$ cat config.mk
export PLATFORM = sky130hd
export DESIGN_NAME = nvac_ctrl
export DESIGN_NICKNAME = d
export VERILOG_FILES = /design/src/design/nvac_pkg.sv /design/src/design/nvac_array.sv /design/src/design/nvac_ctrl.sv
export SDC_FILE = /design/constraint.sdc
export NUM_CORES = 1
export LEC_CHECK = 0
export BUFFER_PORTS_ARGS = -buffer_cell sky130_fd_sc_hd__buf_4
export CAP_MARGIN = 20
export CELL_PAD_IN_SITES_DETAIL_PLACEMENT = 1
export CELL_PAD_IN_SITES_GLOBAL_PLACEMENT = 1
export CORE_UTILIZATION = 40
export CTS_CLUSTER_DIAMETER = 60
export DETAILED_ROUTE_END_ITERATION = 7
export PLACE_DENSITY_LB_ADDON = 0.3
export SETUP_SLACK_MARGIN = 0.4
export SLEW_MARGIN = 20
export SYNTH_ARGS = -nofsm -noshare
export SYNTH_HDL_FRONTEND = slang
export SYNTH_SLANG_ARGS = --single-unit
$ cat constraint.sdc
create_clock -name clock -period 3.5 [get_ports clock]
set_input_delay 0.7 -clock clock [delete_from_list [all_inputs] [get_ports clock]]
set_output_delay 0.7 -clock clock [all_outputs]
set_load 0.02 [all_outputs]
$ cat src/design/nvac_pkg.sv
// Summary of operation
// - Sixty-four byte array, one byte per access.
// - Location register six bits, upper bits zero.
// - Byte register full eight bits, reset zero.
// - Control holds four bits; upper four read zero.
// - Program permit clear blocks every array write.
// - Write start launches write, clears when done.
// - Write start ignored unless program permit set.
// - Fetch permit clear blocks every array read.
// - Read start launches read, clears when valid.
// - Read start ignored unless fetch permit set.
// - Byte register holds fetched value until next operation.
// - Write timed by free timer, variable length.
// - Write end clears start and raises request.
// - Location, byte direct; control at sector one 40H.
// - Done request stays set until software clears it.
`default_nettype none
package nvac_pkg;

  localparam int CLK_PERIOD_NS = 50;
  localparam int TIMER_TICK_NS = 1000;
  localparam int TICK_CYCLES   = (TIMER_TICK_NS + CLK_PERIOD_NS - 1) / CLK_PERIOD_NS;
  localparam int WRITE_TIME_US = 2000;
  localparam int WRITE_TICKS   = (WRITE_TIME_US * 1000) / TIMER_TICK_NS;
  localparam int READ_CYCLES   = 2;
  localparam int CNT_W         = 16;

  localparam int LOC_W  = 6;
  localparam int DATA_W = 8;
  localparam int DEPTH  = 64;

  localparam logic [7:0] SECTOR_0 = 8'h00;
  localparam logic [7:0] SECTOR_1 = 8'h01;
  localparam logic [7:0] CTRL_OFF = 8'h40;
  localparam logic [7:0] LOC_OFF  = 8'h2E;
  localparam logic [7:0] BYTE_OFF = 8'h2F;

  localparam int RD_START_BIT   = 0;
  localparam int RD_PERMIT_BIT  = 1;
  localparam int WR_START_BIT   = 2;
  localparam int WR_PERMIT_BIT  = 3;

  localparam logic [7:0] LOC_UNUSED_MASK  = 8'hC0;
  localparam logic [7:0] CTRL_UNUSED_MASK = 8'hF0;
  localparam logic [5:0] LOC_RST          = 6'h00;
  localparam logic [7:0] BYTE_RST         = 8'h00;
  localparam logic [7:0] RDATA_RST        = 8'h00;

  typedef enum logic [2:0] {
    NVAC_IDLE  = 3'h1,
    NVAC_READ  = 3'h2,
    NVAC_WRITE = 3'h4
  } nvac_state_type;

endpackage
`default_nettype wire

$ cat src/design/nvac_array.sv
`timescale 1ns/1ps
`default_nettype none
module nvac_array #(
  parameter int WRITE_TICKS = nvac_pkg::WRITE_TICKS
) (
  input  wire logic                       clock,
  input  wire logic                       rst,
  input  wire logic [nvac_pkg::LOC_W-1:0] rd_loc,
  output logic      [7:0]                 rd_data,
  input  wire logic                       wr_start,
  input  wire logic [nvac_pkg::LOC_W-1:0] wr_loc,
  input  wire logic [7:0]                 wr_data,
  input  wire logic                       wr_permit,
  output logic                            wr_done,
  output logic                            wr_commit
);
  localparam int CW = nvac_pkg::CNT_W;

  // The array keeps its contents through reset, as storage that is non-volatile must.
  logic [7:0]                 mem [0:nvac_pkg::DEPTH-1];
  logic [CW-1:0]              pre_r, pre_nxt;
  logic [CW-1:0]              left_r, left_nxt;
  logic                       busy_r, busy_nxt;
  logic [nvac_pkg::LOC_W-1:0] lat_loc_r, lat_loc_nxt;
  logic [7:0]                 lat_data_r, lat_data_nxt;
  logic                       done_nxt, commit_nxt;
  logic                       tick;
  logic                       finish;

  // The prescaler runs freely and is never aligned to a start, so a write lasts a
  // varying number of clock cycles.
  assign tick   = (pre_r == CW'(nvac_pkg::TICK_CYCLES - 1));
  assign finish = busy_r && tick && (left_r == CW'(1));

  always_comb begin
    pre_nxt      = tick ? '0 : pre_r + CW'(1);
    busy_nxt     = busy_r;
    left_nxt     = left_r;
    lat_loc_nxt  = lat_loc_r;
    lat_data_nxt = lat_data_r;
    done_nxt     = finish;
    commit_nxt   = finish && wr_permit;
    if (wr_start && !busy_r) begin
      busy_nxt     = 1'b1;
      left_nxt     = CW'(WRITE_TICKS);
      lat_loc_nxt  = wr_loc;
      lat_data_nxt = wr_data;
    end else if (busy_r && tick) begin
      left_nxt = left_r - CW'(1);
      if (finish) begin
        busy_nxt = 1'b0;
      end
    end
  end

  always_ff @(posedge clock) begin
    if (rst) begin
      pre_r      <= '0;
      left_r     <= '0;
      busy_r     <= 1'b0;
      lat_loc_r  <= nvac_pkg::LOC_RST;
      lat_data_r <= nvac_pkg::BYTE_RST;
      wr_done    <= 1'b0;
      wr_commit  <= 1'b0;
    end else begin
      pre_r      <= pre_nxt;
      left_r     <= left_nxt;
      busy_r     <= busy_nxt;
      lat_loc_r  <= lat_loc_nxt;
      lat_data_r <= lat_data_nxt;
      wr_done    <= done_nxt;
      wr_commit  <= commit_nxt;
    end
  end

  always_ff @(posedge clock) begin
    if (finish && wr_permit) begin
      mem[lat_loc_r] <= lat_data_r;
    end
    rd_data <= mem[rd_loc];
  end

endmodule
`default_nettype wire

$ cat src/design/nvac_ctrl.sv
`timescale 1ns/1ps
`default_nettype none
module nvac_ctrl #(
  parameter int WRITE_TICKS = nvac_pkg::WRITE_TICKS
) (
  input  wire logic       clock,
  input  wire logic       rst,
  input  wire logic [7:0] cpu_sector,
  input  wire logic [7:0] cpu_addr,
  input  wire logic       cpu_wr,
  input  wire logic       cpu_rd,
  input  wire logic [7:0] cpu_wdata,
  output logic      [7:0] cpu_rdata,
  input  wire logic       nv_done_clear,
  output logic            nv_done_request,
  output logic            nv_write_done,
  output logic            nv_busy
);
  localparam int RCW      = 2;
  localparam int AGE_W    = 20;
  localparam int WR_AGE_MAX = (WRITE_TICKS + 2) * nvac_pkg::TICK_CYCLES + 4;

  nvac_pkg::nvac_state_type state_r, state_nxt;

  logic [nvac_pkg::LOC_W-1:0] loc_r, loc_nxt;
  logic [7:0]                 byte_r, byte_nxt;
  logic                       program_permit_r, program_permit_nxt;
  logic                       wr_start_r, wr_start_nxt;
  logic                       fetch_permit_r, fetch_permit_nxt;
  logic                       rd_start_r, rd_start_nxt;
  logic [RCW-1:0]             rcnt_r, rcnt_nxt;
  logic                       done_req_r, done_req_nxt;
  logic [7:0]                 rdata_r, rdata_nxt;
  logic [AGE_W-1:0]           wr_age_r, wr_age_nxt;
  logic                       hit_loc, hit_byte, hit_ctrl;
  logic                       wr_ctrl;
  logic                       arr_start;
  logic [7:0]                 arr_rd_data;
  logic                       arr_done;
  logic                       arr_commit;
  logic [7:0]                 ctrl_view;

  function automatic logic reg_hit(input logic [7:0] sec,
                                   input logic [7:0] adr,
                                   input logic [7:0] off,
                                   input logic       ctrl_only);
    logic sec_ok;
    sec_ok = (sec == nvac_pkg::SECTOR_1) || (!ctrl_only && sec == nvac_pkg::SECTOR_0);
    return sec_ok && (adr == off);
  endfunction

  // Location and byte answer in both sectors; control only behind the sector-one pointer.
  assign hit_loc  = reg_hit(cpu_sector, cpu_addr, nvac_pkg::LOC_OFF, 1'b0);
  assign hit_byte = reg_hit(cpu_sector, cpu_addr, nvac_pkg::BYTE_OFF, 1'b0);
  assign hit_ctrl = reg_hit(cpu_sector, cpu_addr, nvac_pkg::CTRL_OFF, 1'b1);
  assign wr_ctrl  = cpu_wr && hit_ctrl;

  always_comb begin
    ctrl_view                          = 8'h00;
    ctrl_view[nvac_pkg::RD_START_BIT]  = rd_start_r;
    ctrl_view[nvac_pkg::RD_PERMIT_BIT] = fetch_permit_r;
    ctrl_view[nvac_pkg::WR_START_BIT]  = wr_start_r;
    ctrl_view[nvac_pkg::WR_PERMIT_BIT] = program_permit_r;
  end

  always_comb begin
    state_nxt          = state_r;
    loc_nxt            = loc_r;
    byte_nxt           = byte_r;
    program_permit_nxt = program_permit_r;
    fetch_permit_nxt   = fetch_permit_r;
    wr_start_nxt       = wr_start_r;
    rd_start_nxt       = rd_start_r;
    rcnt_nxt           = rcnt_r;
    arr_start          = 1'b0;
    if (cpu_wr && hit_loc) begin
      loc_nxt = cpu_wdata[nvac_pkg::LOC_W-1:0];
    end
    if (cpu_wr && hit_byte) begin
      byte_nxt = cpu_wdata;
    end
    if (wr_ctrl) begin
      program_permit_nxt = cpu_wdata[nvac_pkg::WR_PERMIT_BIT];
      fetch_permit_nxt   = cpu_wdata[nvac_pkg::RD_PERMIT_BIT];
    end
    case (state_r)
      nvac_pkg::NVAC_IDLE: begin
        // Starts look at the permits held before this access, so setting permit and
        // start in one store launches nothing. A store with both starts runs the write if program permit is held.
        if (wr_ctrl && cpu_wdata[nvac_pkg::WR_START_BIT] && program_permit_r) begin
          wr_start_nxt = 1'b1;
          arr_start    = 1'b1;
          state_nxt    = nvac_pkg::NVAC_WRITE;
        end else if (wr_ctrl && cpu_wdata[nvac_pkg::RD_START_BIT] && fetch_permit_r) begin
          rd_start_nxt = 1'b1;
          rcnt_nxt     = '0;
          state_nxt    = nvac_pkg::NVAC_READ;
        end
      end
      nvac_pkg::NVAC_READ: begin
        // Start bits written now are dropped; only the permits move.
        if (rcnt_r == RCW'(nvac_pkg::READ_CYCLES - 1)) begin
          if (fetch_permit_r) begin
            byte_nxt = arr_rd_data;
          end
          rd_start_nxt = 1'b0;
          state_nxt    = nvac_pkg::NVAC_IDLE;
        end else begin
          rcnt_nxt = rcnt_r + RCW'(1);
        end
      end
      nvac_pkg::NVAC_WRITE: begin
        if (arr_done) begin
          wr_start_nxt = 1'b0;
          state_nxt    = nvac_pkg::NVAC_IDLE;
        end
      end
      default: begin
        state_nxt    = nvac_pkg::NVAC_IDLE;
        wr_start_nxt = 1'b0;
        rd_start_nxt = 1'b0;
      end
    endcase
  end

  always_comb begin
    // A completion in the clearing cycle survives, so no request is lost.
    done_req_nxt = done_req_r;
    if (arr_done) begin
      done_req_nxt = 1'b1;
    end else if (nv_done_clear) begin
      done_req_nxt = 1'b0;
    end
  end

  always_comb begin
    rdata_nxt = rdata_r;
    if (cpu_rd) begin
      if (hit_loc) begin
        rdata_nxt = 8'(loc_r);
      end else if (hit_byte) begin
        rdata_nxt = byte_r;
      end else if (hit_ctrl) begin
        rdata_nxt = ctrl_view;
      end else begin
        rdata_nxt = nvac_pkg::RDATA_RST;
      end
    end
  end

  always_comb begin
    wr_age_nxt = '0;
    if (state_r == nvac_pkg::NVAC_WRITE) begin
      wr_age_nxt = wr_age_r + AGE_W'(1);
    end
  end

  always_ff @(posedge clock) begin
    if (rst) begin
      state_r          <= nvac_pkg::NVAC_IDLE;
      loc_r            <= nvac_pkg::LOC_RST;
      byte_r           <= nvac_pkg::BYTE_RST;
      program_permit_r <= 1'b0;
      wr_start_r       <= 1'b0;
      fetch_permit_r   <= 1'b0;
      rd_start_r       <= 1'b0;
      rcnt_r           <= '0;
      done_req_r       <= 1'b0;
      rdata_r          <= nvac_pkg::RDATA_RST;
      wr_age_r         <= '0;
    end else begin
      state_r          <= state_nxt;
      loc_r            <= loc_nxt;
      byte_r           <= byte_nxt;
      program_permit_r <= program_permit_nxt;
      wr_start_r       <= wr_start_nxt;
      fetch_permit_r   <= fetch_permit_nxt;
      rd_start_r       <= rd_start_nxt;
      rcnt_r           <= rcnt_nxt;
      done_req_r       <= done_req_nxt;
      rdata_r          <= rdata_nxt;
      wr_age_r         <= wr_age_nxt;
    end
  end

  // The permit is passed live so that clearing it mid-cycle still blocks the commit.
  nvac_array #(
    .WRITE_TICKS (WRITE_TICKS)
  ) u_array (
    .clock     (clock),
    .rst       (rst),
    .rd_loc    (loc_r),
    .rd_data   (arr_rd_data),
    .wr_start  (arr_start),
    .wr_loc    (loc_r),
    .wr_data   (byte_r),
    .wr_permit (program_permit_r),
    .wr_done   (arr_done),
    .wr_commit (arr_commit)
  );

  assign cpu_rdata       = rdata_r;
  assign nv_done_request = done_req_r;
  assign nv_write_done   = arr_done;
  assign nv_busy         = wr_start_r || rd_start_r;
endmodule
`default_nettype wire

== Yosys cells after proc, flatten, opt, wreduce, memory -nomap -nowiden ==
Memories as Yosys holds them, arrays and structs flattened. A register that Yosys moved wholly into a read port is not among the register bits.
Cells that the tools add are included.

* Add/sub/neg operators: 3
* Equality and inequality tests: 17
* Mux-type cells: 34
* Bitwise operators: 2
* Reductions and logical operators: 29

{| class="wikitable"
|+ Operators with widths
! cell !! count
|-
| $mux 8 || 6
|-
| $mux 11 || 2
|-
| $add 16x1->16 const B || 1
|-
| $eq 16x1->1 const B || 1
|-
| $eq 16x5->1 const B || 1
|-
| $eq 8x6->1 const B || 2
|-
| $sub 16x1->16 const B || 1
|-
| $logic_and 1x1->1 || 14
|-
| $mux 1 || 14
|-
| $mux 3 || 4
|-
| $ne 2x2->1 const B || 5
|-
| $pmux 3 s3 || 1
|-
| $eq 8x1->1 const B || 1
|-
| $eq 8x7->1 const B || 1
|-
| $logic_not 8->1 || 1
|-
| $reduce_and 4->1 || 2
|-
| $reduce_bool 2->1 || 4
|-
| $mux 2 || 3
|-
| $pmux 1 s3 || 2
|-
| $reduce_and 3->1 || 2
|-
| $mux 4 || 1
|-
| $pmux 2 s2 || 1
|-
| $reduce_or 2->1 || 2
|-
| $eq 3x1->1 const B || 1
|-
| other kinds (10) || 12
|}

* Register bits: 80
* RAM bits: 512
* Output and inout port bits: 11
* Memories: 1

{| class="wikitable"
|+ Memories
! memory !! depth !! bits a word !! rd ports !! clocked after memory_dff !! wr ports !! line !! source
|-
| u_array.mem || 64 || 8 || 1 || 1 || 1 || nvac_array.sv:20 || <nowiki>logic [7:0] mem [0:nvac_pkg::DEPTH-1];</nowiki>
|}

== Depth between registers and ports, before layout ==
* Word-level depth: 10
* Depth in mapped cells: 8
* Depth with buffers taken out: 7

== Hierarchy ==
A second synthesis with hierarchy kept.

* Cell total of the unflattened synthesis: 1347
* Area total of the unflattened synthesis: 23810.3 sq um

{| class="wikitable"
|+ Modules (own cells, without submodules)
! module !! instances !! cells an instance !! area an instance (sq um) !! seq. area each (sq um)
|-
| nvac_array || 1 || 1139 || 22074.9 || 16515.8
|-
| nvac_ctrl || 1 || 208 || 1735.4 || 640.6
|}

== Worst setup path before layout ==
Ideal clock, no wire load.

* Path type: register -> register
* Start: register u_array.pre_r[0]
* End: memory u_array.mem[55][0] (enable)
* Setup time: 0.370 ns
* Arrival: 2.194 ns
* Data required time: 3.130 ns
* Setup slack: 0.935 ns
* Stages on the path, launching flop included: 8
* Path buffers: 1
* Clock period less this slack: 2.565 ns
* Cells stage by stage: dfxtp_1 > ha_1 > nor3b_1 > nand4_1 > nor3b_1 > buf_1 > nand4_1 > nor2_1

* Word-level cells in the longest chain between the ends: 6

{| class="wikitable"
|+ RTL lines
! item !! line !! source
|-
| from (decl) || nvac_array.sv:21 || <nowiki>logic [CW-1:0] pre_r, pre_nxt;</nowiki>
|-
| from (signal assigned) || nvac_array.sv:66 || <nowiki>pre_r <= pre_nxt;</nowiki>
|-
| $eq 16x5->1 || nvac_array.sv:32 || <nowiki>assign tick = (pre_r == CW'(nvac_pkg::TICK_CYCLES - 1));</nowiki>
|-
| $logic_and 1x1->1 (2 in series) || nvac_array.sv:33 || <nowiki>assign finish = busy_r && tick && (left_r == CW'(1));</nowiki>
|-
| $logic_and 1x1->1 || - ||
|-
| $mux 1 || nvac_array.sv:77 || <nowiki>if (finish && wr_permit) begin</nowiki>
|-
| $mux 1 (implied by the code) || nvac_array.sv:78 || <nowiki>mem[lat_loc_r] <= lat_data_r;</nowiki>
|-
| to (decl) || nvac_array.sv:20 ||
|}

Every way passes these cells.

== Final worst setup path ==
* Start: register u_array.left_r[4]
* End: memory u_array.mem[23][3] (enable)

* Word-level cells in the longest chain between the ends: 5

{| class="wikitable"
|+ RTL lines
! item !! line !! source
|-
| from (decl) || nvac_array.sv:22 || <nowiki>logic [CW-1:0] left_r, left_nxt;</nowiki>
|-
| from (signal assigned) || nvac_array.sv:67 || <nowiki>left_r <= left_nxt;</nowiki>
|-
| $eq 16x1->1 || nvac_array.sv:33 ||
|-
| $logic_and 1x1->1 || nvac_array.sv:33 ||
|-
| $logic_and 1x1->1 || - ||
|-
| $mux 1 || nvac_array.sv:77 ||
|-
| $mux 1 (implied by the code) || nvac_array.sv:78 ||
|}

Every way passes these cells.

==> run_results.csv <==
group,metric,value,unit
floorplanning,die_y,244.9,um
power_and_ir_drop,power.total,14.38,mW
timing,tns,0,ns
yosys,synth-adder-area-share,0.2120,%
power_and_ir_drop,power_density,524.9,nW/um^2
floorplanning,start_util,40.68,%
routing,drt_iter0_drc,1086,
setup_path,slowest_stage,"nor4_4",
yosys,syn_area,23610,um^2
setup_path,cp-end-kind,"flop",
hold_path,hold_end,"program_permit_r",
yosys,yosysSeqAreaShare,72.59,%
timing,rsz0062_at_grt,"no",
placement,portBuffers,39,
placement,placement.cell_area,25360,um^2
setup_path,reg2reg_to,"u_array.mem[23][3]",
timing,period_needed,2.976,ns
timing,fin_skew,0.02343,ns
hold_path,hold_class,"input port to flop",
hold_path,min_from,"cpu_wdata[3]",
cells_and_area,fin_cells,2285,
yosys,synth.distinct_cells,53,
routing,drt_first_pass_iters,5,
routing,vias,12830,
timing,setup_viol,0,
cells_and_area,layout_commonest_cell,"edfxtp_1",
global_route,grt_usage,19.84,%
global_route,grt_overflow,0,
cells_and_area,layout-drive-gt1-share,25.59,%
cts,cts_setup_buffers,0,
setup_path,r2r_setup_slack,0.52,ns
yosys,ys.flop_type,"edfxtp_1",
cts,cts_buffers,61,
timing,holdWs,0.3465,ns
cts,cts_root_buffer,"clkbuf_16",
timing,drv_slew,0,
yosys,synth.area.mux_share,13.57,%
routing,wl_per_cell,25.52,um
power_and_ir_drop,p_leak,7.460,nW
timing,worstMarginPinSlew,1.105,ns
cts,cts_resized,0,
job,drv_cap,0,
cells_and_area,n_antenna_cell,0,
floorplanning,rows,88,
timing,fmax,0.3360,GHz
yosys,synth_nets,1378,
setup_path,cp_max_fo,10,
placement,place_congestion,0.8569,
timing,max-slew-margin-rel,26.31,%
cells_and_area,post-route-cell-area,27390,um^2
yosys,synth-compound-area-share,3.646,%
global_route,grt_antenna_before_repair,0,
placement,place_inst,2172,
cts,cts_sinks,600,
cells_and_area,final_cell_mix,"edfxtp_1, nor2_1, buf_4",
timing,fin_crit_sh,85.03,%
floorplanning,die-area,60000,um^2
floorplanning,num_io_pins,40,
routing,routed_wl,58310,um
cts,clockBufferDepth,3,
yosys,ys_async_sr_fraction,0,%
yosys,yosysWarnings,0,
power_and_ir_drop,ir_drop,0.0003376,V
setup_path,reg2reg_from,"u_array.left_r[4]",
yosys,synth_top_family_by_area,"multiplexers",
placement,place_hpwl,37610,um
setup_path,critical-path-max-stage-delay,0.75,ns
cts,htreeDepth,2,
floorplanning,coreArea,58030,um^2
routing,postRouteAntennaNets,0,
global_route,grt_max_degree,66,
setup_path,cp-start-kind,"flop",
setup_path,crit_arrival,3.31,ns
floorplanning,die_w,244.9,um
timing,hold_viol,0,
setup_path,path_cells,"or3_1, nor4_4, nand4_1, nor2_1, buf_4",
routing,avgViaCountPerCell,5.615,
yosys,ys_seq_elements,600,
setup_path,worstRegToRegCells,5,
global_route,grt_pass1_wl,88610,um
yosys,synth_edf_count,512,
yosys,synth-simple-area-share,7.510,%
yosys,synth-xor-area-share,1.039,%
cts,holdBufCountCts,0,
cts,worst_skew_pair.late_latency,0.64,ns
global_route,grt_pass1_vias,13737,
cells_and_area,syn_to_final_growth,16.03,%
setup_path,critPathKind,"flop to flop",
hold_path,whs_path_depth,3,
yosys,synthCells,1345,
cts,cts_tree,"done",
yosys,synth_area_per_cell,17.55,um^2
status,status,"completed",
setup_path,required,3.84,ns
routing,route.detailed.drc,0,
cells_and_area,fin_nets,1503,
cts,clk_pin_slew,0.06,ns
-- power by group --
part           internal (mW)  total, mW  switching, mW
Sequential              7.64       7.65        0.00425
Clock                   3.88       6.65           2.78
Combinational         0.0319     0.0761         0.0443
Total                   11.6       14.4           2.82
-- registers in the layout (all words and copies together), names as in the netlist, 2 cells and up --
register            count
u_array.left_r         16
u_array.lat_data_r      8
state_r                 3
loc_r                   6
u_array.lat_loc_r       6
u_array.rd_data         8
byte_r                  8
cpu_rdata               8
u_array.pre_r          16
rcnt_r                  2
u_array.mem           512
-- cells in the mapped netlist, types with 18 or more instances --
master / instances / area [um^2]
dfxtp_1: 88 / 1762
nand3_1: 24 / 120.1
clkbuf_1: 39 / 146.4
nor2_1: 137 / 514.2
buf_1: 18 / 67.56
buf_2: 18 / 90.09
mux4_2: 128 / 2883
mux2i_1: 31 / 310.3
nor3_1: 27 / 135.1
a21oi_1: 38 / 190.2
edfxtp_1: 512 / 15370
a22oi_1: 32 / 240.2
nand2_1: 36 / 135.1
-- area by class of cell --
type	count	area, um^2
Multi-Input combinational cell	661	6133
Timing Repair Buffer	137	1079
Fill cell	5440	30630
Clock buffer	70	1570
Tap cell	765	957.2
Clock inverter	43	460.4
Sequential cell	600	17160
Inverter	9	33.78
-- worst max-delay path, delay by kind of cell (launching register included) --
family        cells  cell delay, ns
flops             1            0.34
simple gates      4            2.09
buf+inv           1            0.25
-- metrics by stage --
stage          setup WS, ns  util [%]
6_report             0.5240     47.21
5_1_grt              0.4008     47.21
4_1_cts              0.5076     47.21
3_5_place_dp         0.5108     43.71
3_3_place_gp         0.6376     43.70
2_1_floorplan        0.9353         -
-- kinds of logic (layout without fill, tap and decap cells) --
logic type,after synthesis,after routing
compound gates,131,131
buf+inv,84,259
xor+xnor,28,28
flops,600,600
simple gates,338,338
mux,160,160
fa+ha+maj,4,4
-- how the worst max path moves through the flow --
stage | startpoint | to | slack [ns]
3_5_place_dp | u_array.left_r[4] | u_array.mem[8][2] | 0.51
6_report | u_array.left_r[4] | u_array.mem[23][3] | 0.52
4_1_cts | u_array.left_r[4] | u_array.mem[8][5] | 0.51
2_1_floorplan | u_array.pre_r[0] | u_array.mem[55][0] | 0.94
3_3_place_gp | u_array.left_r[4] | u_array.mem[24][6] | 0.64
5_1_grt | u_array.left_r[4] | u_array.mem[8][5] | 0.40
-- per-layer routing --
layer | routed length [um] | vias to the layer above | GRT usage, % | part of all wire (%)
li1 | - | 5645 | - | -
met1 | 25770 | 6779 | 27.16 | 44
met2 | 28540 | 318 | 32.73 | 49
met3 | 2560 | 88 | 3.149 | 4.4
met4 | 1443 | 0 | 5.790 | 2.5
met5 | 0 | - | 0 | 0
No activity file was read; power rests on OpenSTA's default activity.
